<file path="src/eil_pkg.sv">
// Purpose: Shared constants for the external pin interrupt latch
// Assumes: AXI4-Lite register access, 32-bit data, byte addresses
// Notes: Register fields sit in the low byte; upper bits read zero
package eil_pkg;
  // ----------------------------------------------------------------
  // Register map
  // ----------------------------------------------------------------
  localparam logic [7:0] OFF_STATUS_CONTROL = 8'h00;
  // Printed offset is not word aligned: kept as an index, one word per index
  localparam logic [7:0] IDX_CONFIG_TWO = 8'h1e;
  localparam logic [7:0] OFF_CONFIG_TWO = {IDX_CONFIG_TWO[5:0], 2'b00};
  localparam logic [7:0] OFF_BREAK_CTRL = 8'h20;
  localparam logic [7:0] OFF_EVT_STATUS = 8'h24;
  localparam logic [7:0] OFF_EVT_ENABLE = 8'h28;
  localparam logic [7:0] OFF_EVT_CLEAR = 8'h2c;
  // ----------------------------------------------------------------
  // Field positions
  // ----------------------------------------------------------------
  localparam int BIT_SENSE = 0;
  localparam int BIT_MASK = 1;
  localparam int BIT_ACK = 2;
  localparam int BIT_PENDING = 3;
  localparam int BIT_PULLUP_DIS = 0;
  localparam int BIT_BREAK_CLR_EN = 0;
  localparam int BIT_EVT_LATCH = 0;
  localparam int BIT_EVT_ACK = 1;
  // ----------------------------------------------------------------
  // Reset values and vector
  // ----------------------------------------------------------------
  localparam logic [7:0] RST_STATUS_CONTROL = 8'h00;
  localparam logic [7:0] RST_CONFIG_TWO = 8'h00;
  localparam logic [15:0] VECTOR_HI_ADDR = 16'hfffa;
  localparam logic [15:0] VECTOR_LO_ADDR = 16'hfffb;
  localparam logic [1:0] RESP_OKAY = 2'b00;
  localparam logic [1:0] RESP_SLVERR = 2'b10;
endpackage

</file>
<file path="src/eil_external_pin_interrupt_latch.sv">
// Purpose: Falling-edge / low-level external interrupt latch with AXI4-Lite registers
// Assumes: Pin asynchronous, CPU strobes synchronous; 50 MHz core_clk; sync active-low reset
// Notes: Vector request presented while unmasked; CPU fetches high byte first
//
// The AXI4-Lite register port was decided locally.
`timescale 1ns/1ps
module eil_external_pin_interrupt_latch (
  input wire logic core_clk,
  input wire logic nrst,
  input wire logic extIntPinN,
  input wire logic vectorFetchAck,
  input wire logic breakState,
  output logic cpuIrqReq,
  output logic [15:0] vectorAddr,
  output logic pinLevelHigh,
  output logic pullupEnable,
  output logic evtIrq,
  input wire logic [7:0] s_axi_awaddr,
  input wire logic s_axi_awvalid,
  output logic s_axi_awready,
  input wire logic [31:0] s_axi_wdata,
  input wire logic [3:0] s_axi_wstrb,
  input wire logic s_axi_wvalid,
  output logic s_axi_wready,
  output logic [1:0] s_axi_bresp,
  output logic s_axi_bvalid,
  input wire logic s_axi_bready,
  input wire logic [7:0] s_axi_araddr,
  input wire logic s_axi_arvalid,
  output logic s_axi_arready,
  output logic [31:0] s_axi_rdata,
  output logic [1:0] s_axi_rresp,
  output logic s_axi_rvalid,
  input wire logic s_axi_rready
);
  import eil_pkg::*;

  function automatic logic isMapped(input logic [7:0] a);
    isMapped = (a == OFF_STATUS_CONTROL) || (a == OFF_CONFIG_TWO) || (a == OFF_BREAK_CTRL) ||
               (a == OFF_EVT_STATUS) || (a == OFF_EVT_ENABLE) || (a == OFF_EVT_CLEAR);
  endfunction

  // ----------------------------------------------------------------
  // Pin synchroniser and edge detect
  // ----------------------------------------------------------------
  logic pinMeta, pinSync, pinPrev;
  logic fallEdge;
  // No reset here: the stages keep tracking a pin held low through reset,
  // so release does not see a fresh falling edge
  always_ff @(posedge core_clk) begin
    pinMeta <= extIntPinN;
    pinSync <= pinMeta;
    pinPrev <= pinSync;
  end
  assign fallEdge = pinPrev && !pinSync;
  assign pinLevelHigh = pinSync;

  // ----------------------------------------------------------------
  // AXI4-Lite write channel
  // ----------------------------------------------------------------
  logic awHeld, wHeld;
  logic [7:0] awAddr;
  logic [31:0] wData;
  logic [3:0] wStrb;
  logic doWrite;
  assign s_axi_awready = !awHeld && !s_axi_bvalid;
  assign s_axi_wready = !wHeld && !s_axi_bvalid;
  assign doWrite = awHeld && wHeld && !s_axi_bvalid;
  always_ff @(posedge core_clk) begin
    if (!nrst) begin
      awHeld <= 1'b0;
      wHeld <= 1'b0;
      awAddr <= 8'h00;
      wData <= 32'h0;
      wStrb <= 4'h0;
      s_axi_bvalid <= 1'b0;
      s_axi_bresp <= RESP_OKAY;
    end else begin
      if (s_axi_awvalid && s_axi_awready) begin
        awHeld <= 1'b1;
        awAddr <= s_axi_awaddr;
      end
      if (s_axi_wvalid && s_axi_wready) begin
        wHeld <= 1'b1;
        wData <= s_axi_wdata;
        wStrb <= s_axi_wstrb;
      end
      if (doWrite) begin
        awHeld <= 1'b0;
        wHeld <= 1'b0;
        s_axi_bvalid <= 1'b1;
        s_axi_bresp <= isMapped(awAddr) ? RESP_OKAY : RESP_SLVERR;
      end else if (s_axi_bvalid && s_axi_bready) begin
        s_axi_bvalid <= 1'b0;
      end
    end
  end
  // Only the low byte lane carries register bits
  logic wrLow;
  assign wrLow = doWrite && wStrb[0];

  // ----------------------------------------------------------------
  // Control registers
  // ----------------------------------------------------------------
  logic senseSelect, intMask, pullupDisable, breakClearEnable;
  logic swAck;
  always_ff @(posedge core_clk) begin
    if (!nrst) begin
      senseSelect <= RST_STATUS_CONTROL[BIT_SENSE];
      intMask <= RST_STATUS_CONTROL[BIT_MASK];
      pullupDisable <= RST_CONFIG_TWO[BIT_PULLUP_DIS];
      breakClearEnable <= 1'b0;
    end else if (wrLow) begin
      if (awAddr == OFF_STATUS_CONTROL) begin
        senseSelect <= wData[BIT_SENSE];
        intMask <= wData[BIT_MASK];
      end
      if (awAddr == OFF_CONFIG_TWO) begin
        pullupDisable <= wData[BIT_PULLUP_DIS];
      end
      if (awAddr == OFF_BREAK_CTRL) begin
        breakClearEnable <= wData[BIT_BREAK_CLR_EN];
      end
    end
  end
  assign pullupEnable = !pullupDisable;
  assign swAck = wrLow && (awAddr == OFF_STATUS_CONTROL) && wData[BIT_ACK];

  // ----------------------------------------------------------------
  // Request latch
  // ----------------------------------------------------------------
  logic reqLatch, ackSeen, effAck, next_reqLatch, next_ackSeen;
  assign effAck = vectorFetchAck || (swAck && (!breakState || breakClearEnable));
  always_comb begin
    next_reqLatch = reqLatch;
    next_ackSeen = ackSeen;
    if (!senseSelect) begin
      next_ackSeen = 1'b0;
      if (effAck) next_reqLatch = 1'b0;
    end else begin
      if (effAck && reqLatch) next_ackSeen = 1'b1;
      // Both ack and pin-high needed, either order
      if ((effAck || ackSeen) && pinSync) begin
        next_reqLatch = 1'b0;
        next_ackSeen = 1'b0;
      end
    end
    // New edge wins over a clear in the same cycle
    if (fallEdge) begin
      next_reqLatch = 1'b1;
      next_ackSeen = 1'b0;
    end
  end
  always_ff @(posedge core_clk) begin
    if (!nrst) begin
      reqLatch <= 1'b0;
      ackSeen <= 1'b0;
    end else begin
      reqLatch <= next_reqLatch;
      ackSeen <= next_ackSeen;
    end
  end
  logic pending;
  // Level mode holds the request while the pin is low
  assign pending = reqLatch || (senseSelect && reqLatch && !pinSync);
  assign cpuIrqReq = pending && !intMask;
  always_ff @(posedge core_clk) begin
    if (!nrst) vectorAddr <= 16'h0000;
    else vectorAddr <= (pending && !intMask) ? VECTOR_HI_ADDR : 16'h0000;
  end

  // ----------------------------------------------------------------
  // Event status, enable, clear
  // ----------------------------------------------------------------
  logic [1:0] evtStatus, evtEnable, evtSet, evtClr;
  assign evtSet = {swAck, fallEdge};
  assign evtClr = (wrLow && awAddr == OFF_EVT_CLEAR) ? wData[1:0] : 2'b00;
  always_ff @(posedge core_clk) begin
    if (!nrst) begin
      evtStatus <= 2'b00;
      evtEnable <= 2'b00;
    end else begin
      evtStatus <= (evtStatus & ~evtClr) | evtSet;
      if (wrLow && awAddr == OFF_EVT_ENABLE) evtEnable <= wData[1:0];
    end
  end
  assign evtIrq = |(evtStatus & evtEnable);

  // ----------------------------------------------------------------
  // AXI4-Lite read channel
  // ----------------------------------------------------------------
  logic [7:0] rdByte;
  always_comb begin
    rdByte = 8'h00;
    unique case (s_axi_araddr)
      OFF_STATUS_CONTROL: begin
        rdByte[BIT_SENSE] = senseSelect;
        rdByte[BIT_MASK] = intMask;
        rdByte[BIT_ACK] = 1'b0;
        rdByte[BIT_PENDING] = pending;
      end
      OFF_CONFIG_TWO: rdByte[BIT_PULLUP_DIS] = pullupDisable;
      OFF_BREAK_CTRL: rdByte[BIT_BREAK_CLR_EN] = breakClearEnable;
      OFF_EVT_STATUS: rdByte[1:0] = evtStatus;
      OFF_EVT_ENABLE: rdByte[1:0] = evtEnable;
      default: rdByte = 8'h00;
    endcase
  end
  assign s_axi_arready = !s_axi_rvalid;
  always_ff @(posedge core_clk) begin
    if (!nrst) begin
      s_axi_rvalid <= 1'b0;
      s_axi_rdata <= 32'h0;
      s_axi_rresp <= RESP_OKAY;
    end else if (s_axi_arvalid && s_axi_arready) begin
      s_axi_rvalid <= 1'b1;
      s_axi_rdata <= {24'h0, rdByte};
      s_axi_rresp <= isMapped(s_axi_araddr) ? RESP_OKAY : RESP_SLVERR;
    end else if (s_axi_rready) begin
      s_axi_rvalid <= 1'b0;
    end
  end

  // Long low periods after an ack: counted here rather than unrolled in a property
  logic [3:0] lowAfterAck;
  always_ff @(posedge core_clk) begin
    if (!nrst) begin
      lowAfterAck <= 4'h0;
    end else if (senseSelect && ackSeen && !pinSync) begin
      if (lowAfterAck != 4'hf) lowAfterAck <= lowAfterAck + 4'h1;
    end else begin
      lowAfterAck <= 4'h0;
    end
  end
endmodule // eil_external_pin_interrupt_latch

</file>
<file path="config.mk">
export PLATFORM = sky130hd
export DESIGN_NAME = eil_external_pin_interrupt_latch
export DESIGN_NICKNAME = d
export VERILOG_FILES = /design/src/eil_pkg.sv /design/src/eil_external_pin_interrupt_latch.sv
export SDC_FILE = /design/constraint.sdc
export NUM_CORES = 1
export LEC_CHECK = 0
export BUFFER_PORTS_ARGS = -buffer_cell sky130_fd_sc_hd__buf_2
export CORE_ASPECT_RATIO = 0.8
export CORE_MARGIN = 4
export CORE_UTILIZATION = 46
export DETAILED_ROUTE_END_ITERATION = 7
export GPL_TIMING_DRIVEN = 0
export PLACE_DENSITY = 0.94
export SLEW_MARGIN = 20
export SYNTH_ARGS = -nofsm -noshare
export SYNTH_HDL_FRONTEND = slang
export SYNTH_SLANG_ARGS = --single-unit
</file>
<file path="constraint.sdc">
create_clock -name core_clk -period 4.6 [get_ports core_clk]
set_clock_uncertainty 0.15 [all_clocks]
set_input_delay 0.92 -clock core_clk [delete_from_list [all_inputs] [get_ports core_clk]]
set_output_delay 0.92 -clock core_clk [all_outputs]
set_load 0.01 [all_outputs]
</file>
Word-level counts from Yosys, hierarchy flattened
Index checks and enable logic that the tools add are counted.
{ "totals": {"reg_bits": 53, "latchBits": 0, "mem_bits_rw": 0, "mem_bits_ro": 0, "input_bits": 62, "word_cells": 108, "memories": 0} }
{ "op_classes": {"add_sub_neg": 0, "n_mul": 0, "div": 0, "order_cmp": 0, "eq_ne": 11, "shifts": 0, "mux": 15, "n_bitwise": 6, "n_reduce_logical": 54} }
{ "ops": {"columns": ["operator", "n"], "rows": [
  ["equality test 8 x 6 -> 1 bit (second input constant)", 8],
  ["logical AND 1 bit", 20],
  ["equality test 8 x 7 -> 1 bit (second input constant)", 2],
  ["logical NOT 8 bit", 2],
  ["2-to-1 mux 16 bit", 1],
  ["logical OR 1 bit", 14],
  ["logical NOT 1 bit", 8],
  ["2-to-1 mux 1 bit", 8],
  ["2-to-1 mux 2 bit", 4],
  ["AND reduction 2 bit", 4],
  ["case mux 1 bit (5 select lines)", 1],
  ["AND 2 bit", 2],
  ["nonzero test 2 bit", 2],
  ["OR reduction 2 bit", 2],
  ["OR reduction 4 bit", 1],
  ["inequality test 3 x 2 -> 1 bit (second input constant)", 1],
  ["case mux 1 bit (3 select lines)", 1],
  ["nonzero test 3 bit", 1],
  ["inverter 1 bit", 2],
  ["inverter 2 bit", 1],
  ["OR 2 bit", 1]
]} }

Longest topological paths before layout
Gate-level depths: netlist of the first run.
{ "depth": {"depth_word": 12, "mapped_depth": 5, "mapped_depth_nobuf": 4} }

Worst setup path before layout of the first run
OpenSTA, ideal clock, no wires.
{ "synth_path": {"path_type": "input port to flip-flop", "startpoint": "input port nrst", "endpoint": "register ackSeen", "setup_ps": 62, "arrival_time_ps": 1852, "setup_slack_ps": 2537, "cell_stages": 5, "path_cell_list": "buf_2 -> and4bb_2 -> nand4_1 -> or4_1 -> nand3_1"} }
{ "synth_via": {"elab_chain_len": 2} }
{ "synth_rtl": {"columns": ["element", "line", "text"], "rows": [
  ["start, declared", "eil_external_pin_interrupt_latch.sv:9", "input wire logic nrst,"],
  ["inverter 1 bit (no source line)", null, null],
  ["OR reduction 4 bit (no source line)", null, null],
  ["end signal, assigned", "eil_external_pin_interrupt_latch.sv:160", "ackSeen <= next_ackSeen;"],
  ["end, declared", "eil_external_pin_interrupt_latch.sv:132", "logic reqLatch, ackSeen, effAck, next_reqLatch, next_ackSeen;"]
]} }
Every way passes these cells.
A chain may end at the register's enable or synchronous reset.

==> out/results.tsv, run 1 <==
metric	value	unit
status	finished clean	
power_switching	0.000179	W
routedWlPerCell	11.5	um
netlist_top_cells_count	buf_4 (47), dfxtp_1 (35), nand2_1 (32)	
synth.most_common_cell	buf_4	
crit_type	flip-flop to primary output	
synthDominantCellAreaShare	35.4	%
dr.pass1.iters	4	
power_switching_share	26.5	%
antenna_left	0	
htreeDepth	2	
setup_tns	0	ns
power_frac_clock	31.8	%
place.gp.congestion	0.812	
p_leak	1.21	nW
drc_errors	0	
start_util	47.4	%
p_int	0.000497	W
setup_viol	0	
comb_power_share	19.0	%
worst_ep_required_time	3.53	ns
grt_usage	16.4	%
cp_slowest_cell	dfxtp_1	
arrival	1.13	ns
yosysWarnings	0	
syn-cell-area	0.00198	mm^2
drv_slew	0	
grt_pass1_wl	6.87	mm
grt_max_degree	15	
drive_above_1_share	34.8	%
cts_setup_buffers	0	
maxCapViolCount	0	
vias	1774	
seqPwrFrac	49.2	%
ys_ff_latch	35	
viasPerCell	4.61	
hpwlAfterDp	3.50	mm
ioPinCount	123	
yosysTopAreaCell	dfxtp_1	
hp-class	flip-flop to flip-flop	
die_x	81.3	um
synth.avg_cell_area	8.42	um^2
period_share	47.8	%
startpoint_type	flip-flop	
fp.dieH	66.7	um
final_core_util	60.5	%
path_cells	buf_4 > buf_2	
nets	390	
instances_no_fill	385	
clkLatencyLatePin	0.28	ns
fin_ws	2.40	ns
holdBufCountCts	0	
worst-path-buf-inv	2	
grt.overflow.total	0	
die_area	0.00542	mm^2
rsz0062_at_grt	no	
synth_cell_types	43	
period_minus_slack	2.20	ns
wirelength	4.43	mm
preCtsSetupSlack	2.35	ns
cts_root_buffer	clkbuf_8	
cp_max_fo	14	
fill_cells	381	
irDropWorstVdd	190	uV
numPlacedInstances	378	
power.density	268	mW/mm^2
yosys-top-cells-area	dfxtp_1 (35%), buf_4 (18%), nand2_1 (6.1%)	
placement_rows	21	
slowest_delay	0.56	ns
postSynthCellCount	235	
ys_seq_area_share	35.4	%
finalPower	0.000677	W
async_flop_share	0	%
crit_family	flip-flops	
antenna_cells	0	
grt_pass1_vias	1565	
postCtsResizedCells	0	
drt_iter0_markers	86	
fmax	0.455	GHz
port_buffers	54	
ys.flop_type	dfxtp_1	
clk_path_buf_depth	2	
cts_tree	done	
finalHoldViolCount	0	
area_delta_synth_final	27.7	%
cts-buffers-inserted	5	
antenna_found_initial	0	
clkSinkCount	35	
synth-edff-count	0	
end_kind	primary output	
clk_pin_slew	0.06	ns
fp.coreArea	0.00418	mm^2
==> through the flow <==
stage | hold WS (ns) | area [um^2]
floorplan | 0.160 | 2100
global placement | 0.161 | 2440
detailed placement | 0.164 | 2440
CTS | 0.179 | 2530
global route | 0.197 | 2530
finish | 0.176 | 2530
==> worst register-to-register path, stage by stage, from the launching register on <==
cell and delay [ns]:
dfxtp_1 0.35, nor3_2 0.33, nand3_4 0.17, or4_1 0.54, nand3_1 0.09
==> cell type report <==
cell class,count,area [um^2],area share [%]
timing repair buffer,54,270,10.7
multi-input combinational,171,992,39.2
clock buffer,6,82.6,3.27
buffer,56,388,15.3
tap,57,71.3,2.82
clock inverter,1,5.00,0.198
sequential,35,701,27.7
inverter,5,18.8,0.742
==> routing by layer <==
metal	routed length [um]	up-vias	global-route usage (%)
met5	0	-	0
met4	108	0	6.54
met3	392	13	4.05
met2	1990	74	26.1
met1	1930	771	21.1
li1	-	916	-
==> power groups by stage <==
stage | Sequential, W | Combinational [W] | Clock (W)
global route | 0.000335 | 0.000143 | 0.000232
detailed placement | 0.000339 | 0.000127 | 0
CTS | 0.000333 | 0.000127 | 0.000219
floorplan | 0.000337 | 0.0000916 | 0
finish | 0.000333 | 0.000128 | 0.000215
global placement | 0.000338 | 0.000124 | 0
==> state kept, by name (all words and copies together), names as in the netlist, 2 cells and up <==
register     cells
evtStatus        2
awAddr           8
evtEnable        2
s_axi_rdata      3
wData            3
==> cells in the final DEF (no fill, tap or decap), types with 4 or more instances in the layout <==
| cell type | netlist | layout |
|---|---|---|
| nand2_1 | 32 | 32 |
| dfxtp_1 | 35 | 35 |
| a31oi_1 | 4 | 4 |
| conb_1 | 1 | 33 |
| nand3_1 | 11 | 11 |
| a21boi_0 | 11 | 11 |
| inv_1 | 5 | 5 |
| buf_2 | 1 | 55 |
| o21ai_0 | 6 | 6 |
| mux2i_1 | 9 | 9 |
| clkbuf_1 | 8 | 8 |
| clkbuf_8 | 0 | 6 |
| a21oi_1 | 5 | 5 |
| nand2b_1 | 4 | 4 |
| buf_4 | 47 | 47 |
| nor2b_1 | 7 | 7 |
| nor2_1 | 7 | 7 |
==> kinds of logic (layout without fill, tap and decap cells) <==
logic type | count (synthesis) | in the layout | synth area share (%)
and+or+nand+nor | 88 | 88 | 24.5
buffers and inverters | 61 | 122 | 20.5
AOI/OAI and AO/OA | 40 | 40 | 14.3
DFF | 35 | 35 | 35.4
muxes | 9 | 9 | 4.55
other | 1 | 33 | 0.189
xor gates and xnor gates | 1 | 1 | 0.443
==> path summary, 6_finish.rpt <==
kind                                  endpoint  slack, ns            from  cells after the start
worst min-delay path              pinLevelHigh       0.18         pinMeta                      0
worst max register to register         ackSeen       2.90       awAddr[7]                      4
worst min register to register    pinLevelHigh       0.18         pinMeta                      0
worst max-delay path            vectorAddr[13]       2.40  vectorAddr[14]                      2
Note: power is estimated with default switching activity, not from simulation.
==> inputs of run 2 (changes only) <==
--- a/config.mk
+++ b/config.mk
@@ -8,10 +8,10 @@
 export BUFFER_PORTS_ARGS = -buffer_cell sky130_fd_sc_hd__buf_2
 export CORE_ASPECT_RATIO = 0.8
 export CORE_MARGIN = 4
-export CORE_UTILIZATION = 46
+export CORE_UTILIZATION = 39
 export DETAILED_ROUTE_END_ITERATION = 7
 export GPL_TIMING_DRIVEN = 0
-export PLACE_DENSITY = 0.94
+export PLACE_DENSITY = 0.86
 export SLEW_MARGIN = 20
 export SYNTH_ARGS = -nofsm -noshare
 export SYNTH_HDL_FRONTEND = slang
==> constraint.sdc (replaced) <==
create_clock -name core_clk -period 1.9 [get_ports core_clk]
set_clock_uncertainty 0.15 [all_clocks]
set_input_delay 0.38 -clock core_clk [delete_from_list [all_inputs] [get_ports core_clk]]
set_output_delay 0.38 -clock core_clk [all_outputs]
set_load 0.01 [all_outputs]
==> run 2 against run 1 <==
Compared with the run above:
- non-clock buffer count is the same
- clock power grew to 2.7 times the previous value
- count of clock-buffer cells in the layout grew 2
- first-iteration DRC count shrank 51%
- via count shrank 1.0%
- sequential share of layout area shrank 0.18 points
- worst setup slack lost 2.2 ns
- critical path depth grew 3
- final cell count grew 1.0%
- wire length shrank 1.1%
- sequential cell count is the same
- hold slack lost 0.13 ns
- critical path type is now flip-flop to flip-flop
==> out/results.tsv, run 2 (synthesis gave the netlist of run 1 again) <==
metric	value	unit	change
grt_usage	13.7	%	-2.7 points
cp_max_fo	8		-6
dr.pass1.iters	4		unchanged
die_area	0.00629	mm^2	+16%
hp-start	extIntPinN		
hold_depth	1		+1
reg2reg_slack	0.22	ns	-2.68 ns
clkLatencyLatePin	0.28	ns	about the same
nets	390		unchanged
largest_registers	awAddr (8), s_axi_rdata (3), wData (3)		
holdBufCountCts	0		unchanged
largest_reg_flops	8		unchanged
antenna_cells	0		unchanged
status	finished clean		
fill_cells	469		+23%
grt_use_met3	3.79	%	-0.26 points
clk_path_buf_depth	2		unchanged
placement_rows	22		+4.8%
gr-usage-met1	17.4	%	-3.7 points
vias	1756		-1.0%
stdcell_area	0.00254	mm^2	+0.64%
reg2reg_from	s_axi_bvalid		
maxCapViolCount	0		unchanged
clk_pin_slew	0.07	ns	about the same
clkSinkCount	35		unchanged
cts_tree	done		
final_common_cell	buf_2		
finalHoldViolCount	0		unchanged
grt_pass1_vias	1567		+0.13%
period_share	88.4	%	
port_buffers	54		unchanged
crit_type	flip-flop to flip-flop		
p_leak	1.21	nW	+0.37%
worst_ep_required_time	1.96	ns	-1.57 ns
fp.dieH	71.7	um	+7.6%
grtUsageMet2	22.2	%	-4.0 points
viasPerCell	4.51		-2.0%
antenna_found_initial	0		unchanged
hp-class	input pin to flip-flop		
die_x	87.7	um	+7.8%
cp-endpoint	evtEnable[1]		
largest-register	awAddr		
grt_max_degree	15		unchanged
grt_pass1_wl	6.96	mm	+1.3%
slowest_delay	0.39	ns	-0.17 ns
top_usage_layer	met2		
setup_tns	0	ns	unchanged
crit_path_start	s_axi_bvalid		
period_minus_slack	1.68	ns	
drive_above_1_share	34.7	%	-0.11 points
setup_viol	0		unchanged
grt.overflow.total	0		unchanged
final_cell_mix	buf_2 (55), buf_4 (47), dfxtp_1 (35)		
end_kind	flip-flop		
htreeDepth	2		unchanged
power.density	666	mW/mm^2	+150%
irDropWorstVdd	379	uV	+99%
path_cells	and3b_1 > buf_4 > nand3_4 > nor3_1 > mux2i_1		
startpoint_type	flip-flop		
rsz0062_at_grt	no		
antenna_left	0		unchanged
fmax	0.596	GHz	
place.gp.congestion	0.853		+5.0%
ioPinCount	123		unchanged
rr_endpoint	evtEnable[1]		
area_delta_synth_final	28.6	%	
cts-buffers-inserted	5		unchanged
hpwlAfterDp	3.57	mm	+1.9%
routedWlPerCell	11.2	um	-2.1%
drt_iter0_markers	42		-51%
start_util	41.8	%	-5.6 points
cts_setup_buffers	0		unchanged
postCtsResizedCells	0		unchanged
wirelength	4.38	mm	-1.1%
rr_worst_depth	5		+1
cp_slowest_cell	nor3_1		
drc_errors	0		unchanged
place_area	0.00244	mm^2	+0.15%
drv_slew	0		unchanged
fp.coreArea	0.00473	mm^2	+13%
cts_root_buffer	clkbuf_8		
arrival	1.74	ns	+0.61 ns
## run 2: worst min path at each step
stage,to,slack (ns)
final,pinMeta,0.05
after global routing,pinMeta,0.04
after CTS,pinMeta,0.04
after detailed placement,pinLevelHigh,0.16
after global placement,pinLevelHigh,0.16
after floorplan,pinLevelHigh,0.16
## run 2: power by group
part | total (W) | switching (W) | internal (W)
Combinational | 0.000309 | 0.000159 | 0.000150
Sequential | 0.000804 | 0.0000348 | 0.000769
Clock | 0.000581 | 0.000251 | 0.000331
## run 2: area by class of cell
class | instances | area (um^2) | area share [%]
timing repair buffer | 54 | 270 | 10.6
buffer | 56 | 388 | 15.2
clock buffer | 8 | 100 | 3.93
multi-input combinational | 171 | 992 | 39.0
sequential | 35 | 701 | 27.5
tap | 60 | 75.1 | 2.95
inverter | 5 | 18.8 | 0.737
## run 2: routing by layer
| metal | wire length [um] | share of wire, % | up-vias |
|---|---|---|---|
| met5 | 0 | 0 | - |
| met4 | 61 | 1.4 | 0 |
| met3 | 338 | 7.7 | 6 |
| met2 | 2060 | 47 | 66 |
| met1 | 1920 | 44 | 769 |
| li1 | - | - | 915 |
## run 2: worst max-delay path, delay by kind of cell, from the launching register on
kind,cells,cell delay [ns]
buffers and inverters,1,0.15
DFF,1,0.35
muxes,1,0.24
and+or+nand+nor,3,0.73
## run 2: metrics by stage
stage	hold WS [ns]	setup WS [ns]	utilization (%)	power [W]	cells
floorplan	0.160	0.315	-	0.00104	267
global placement	0.161	0.223	51.6	0.00112	381
detailed placement	0.164	0.202	51.6	0.00113	381
CTS	0.0423	0.205	53.8	0.00170	389
global route	0.0425	0.0980	53.8	0.00179	389
finish	0.0464	0.221	53.8	0.00169	389
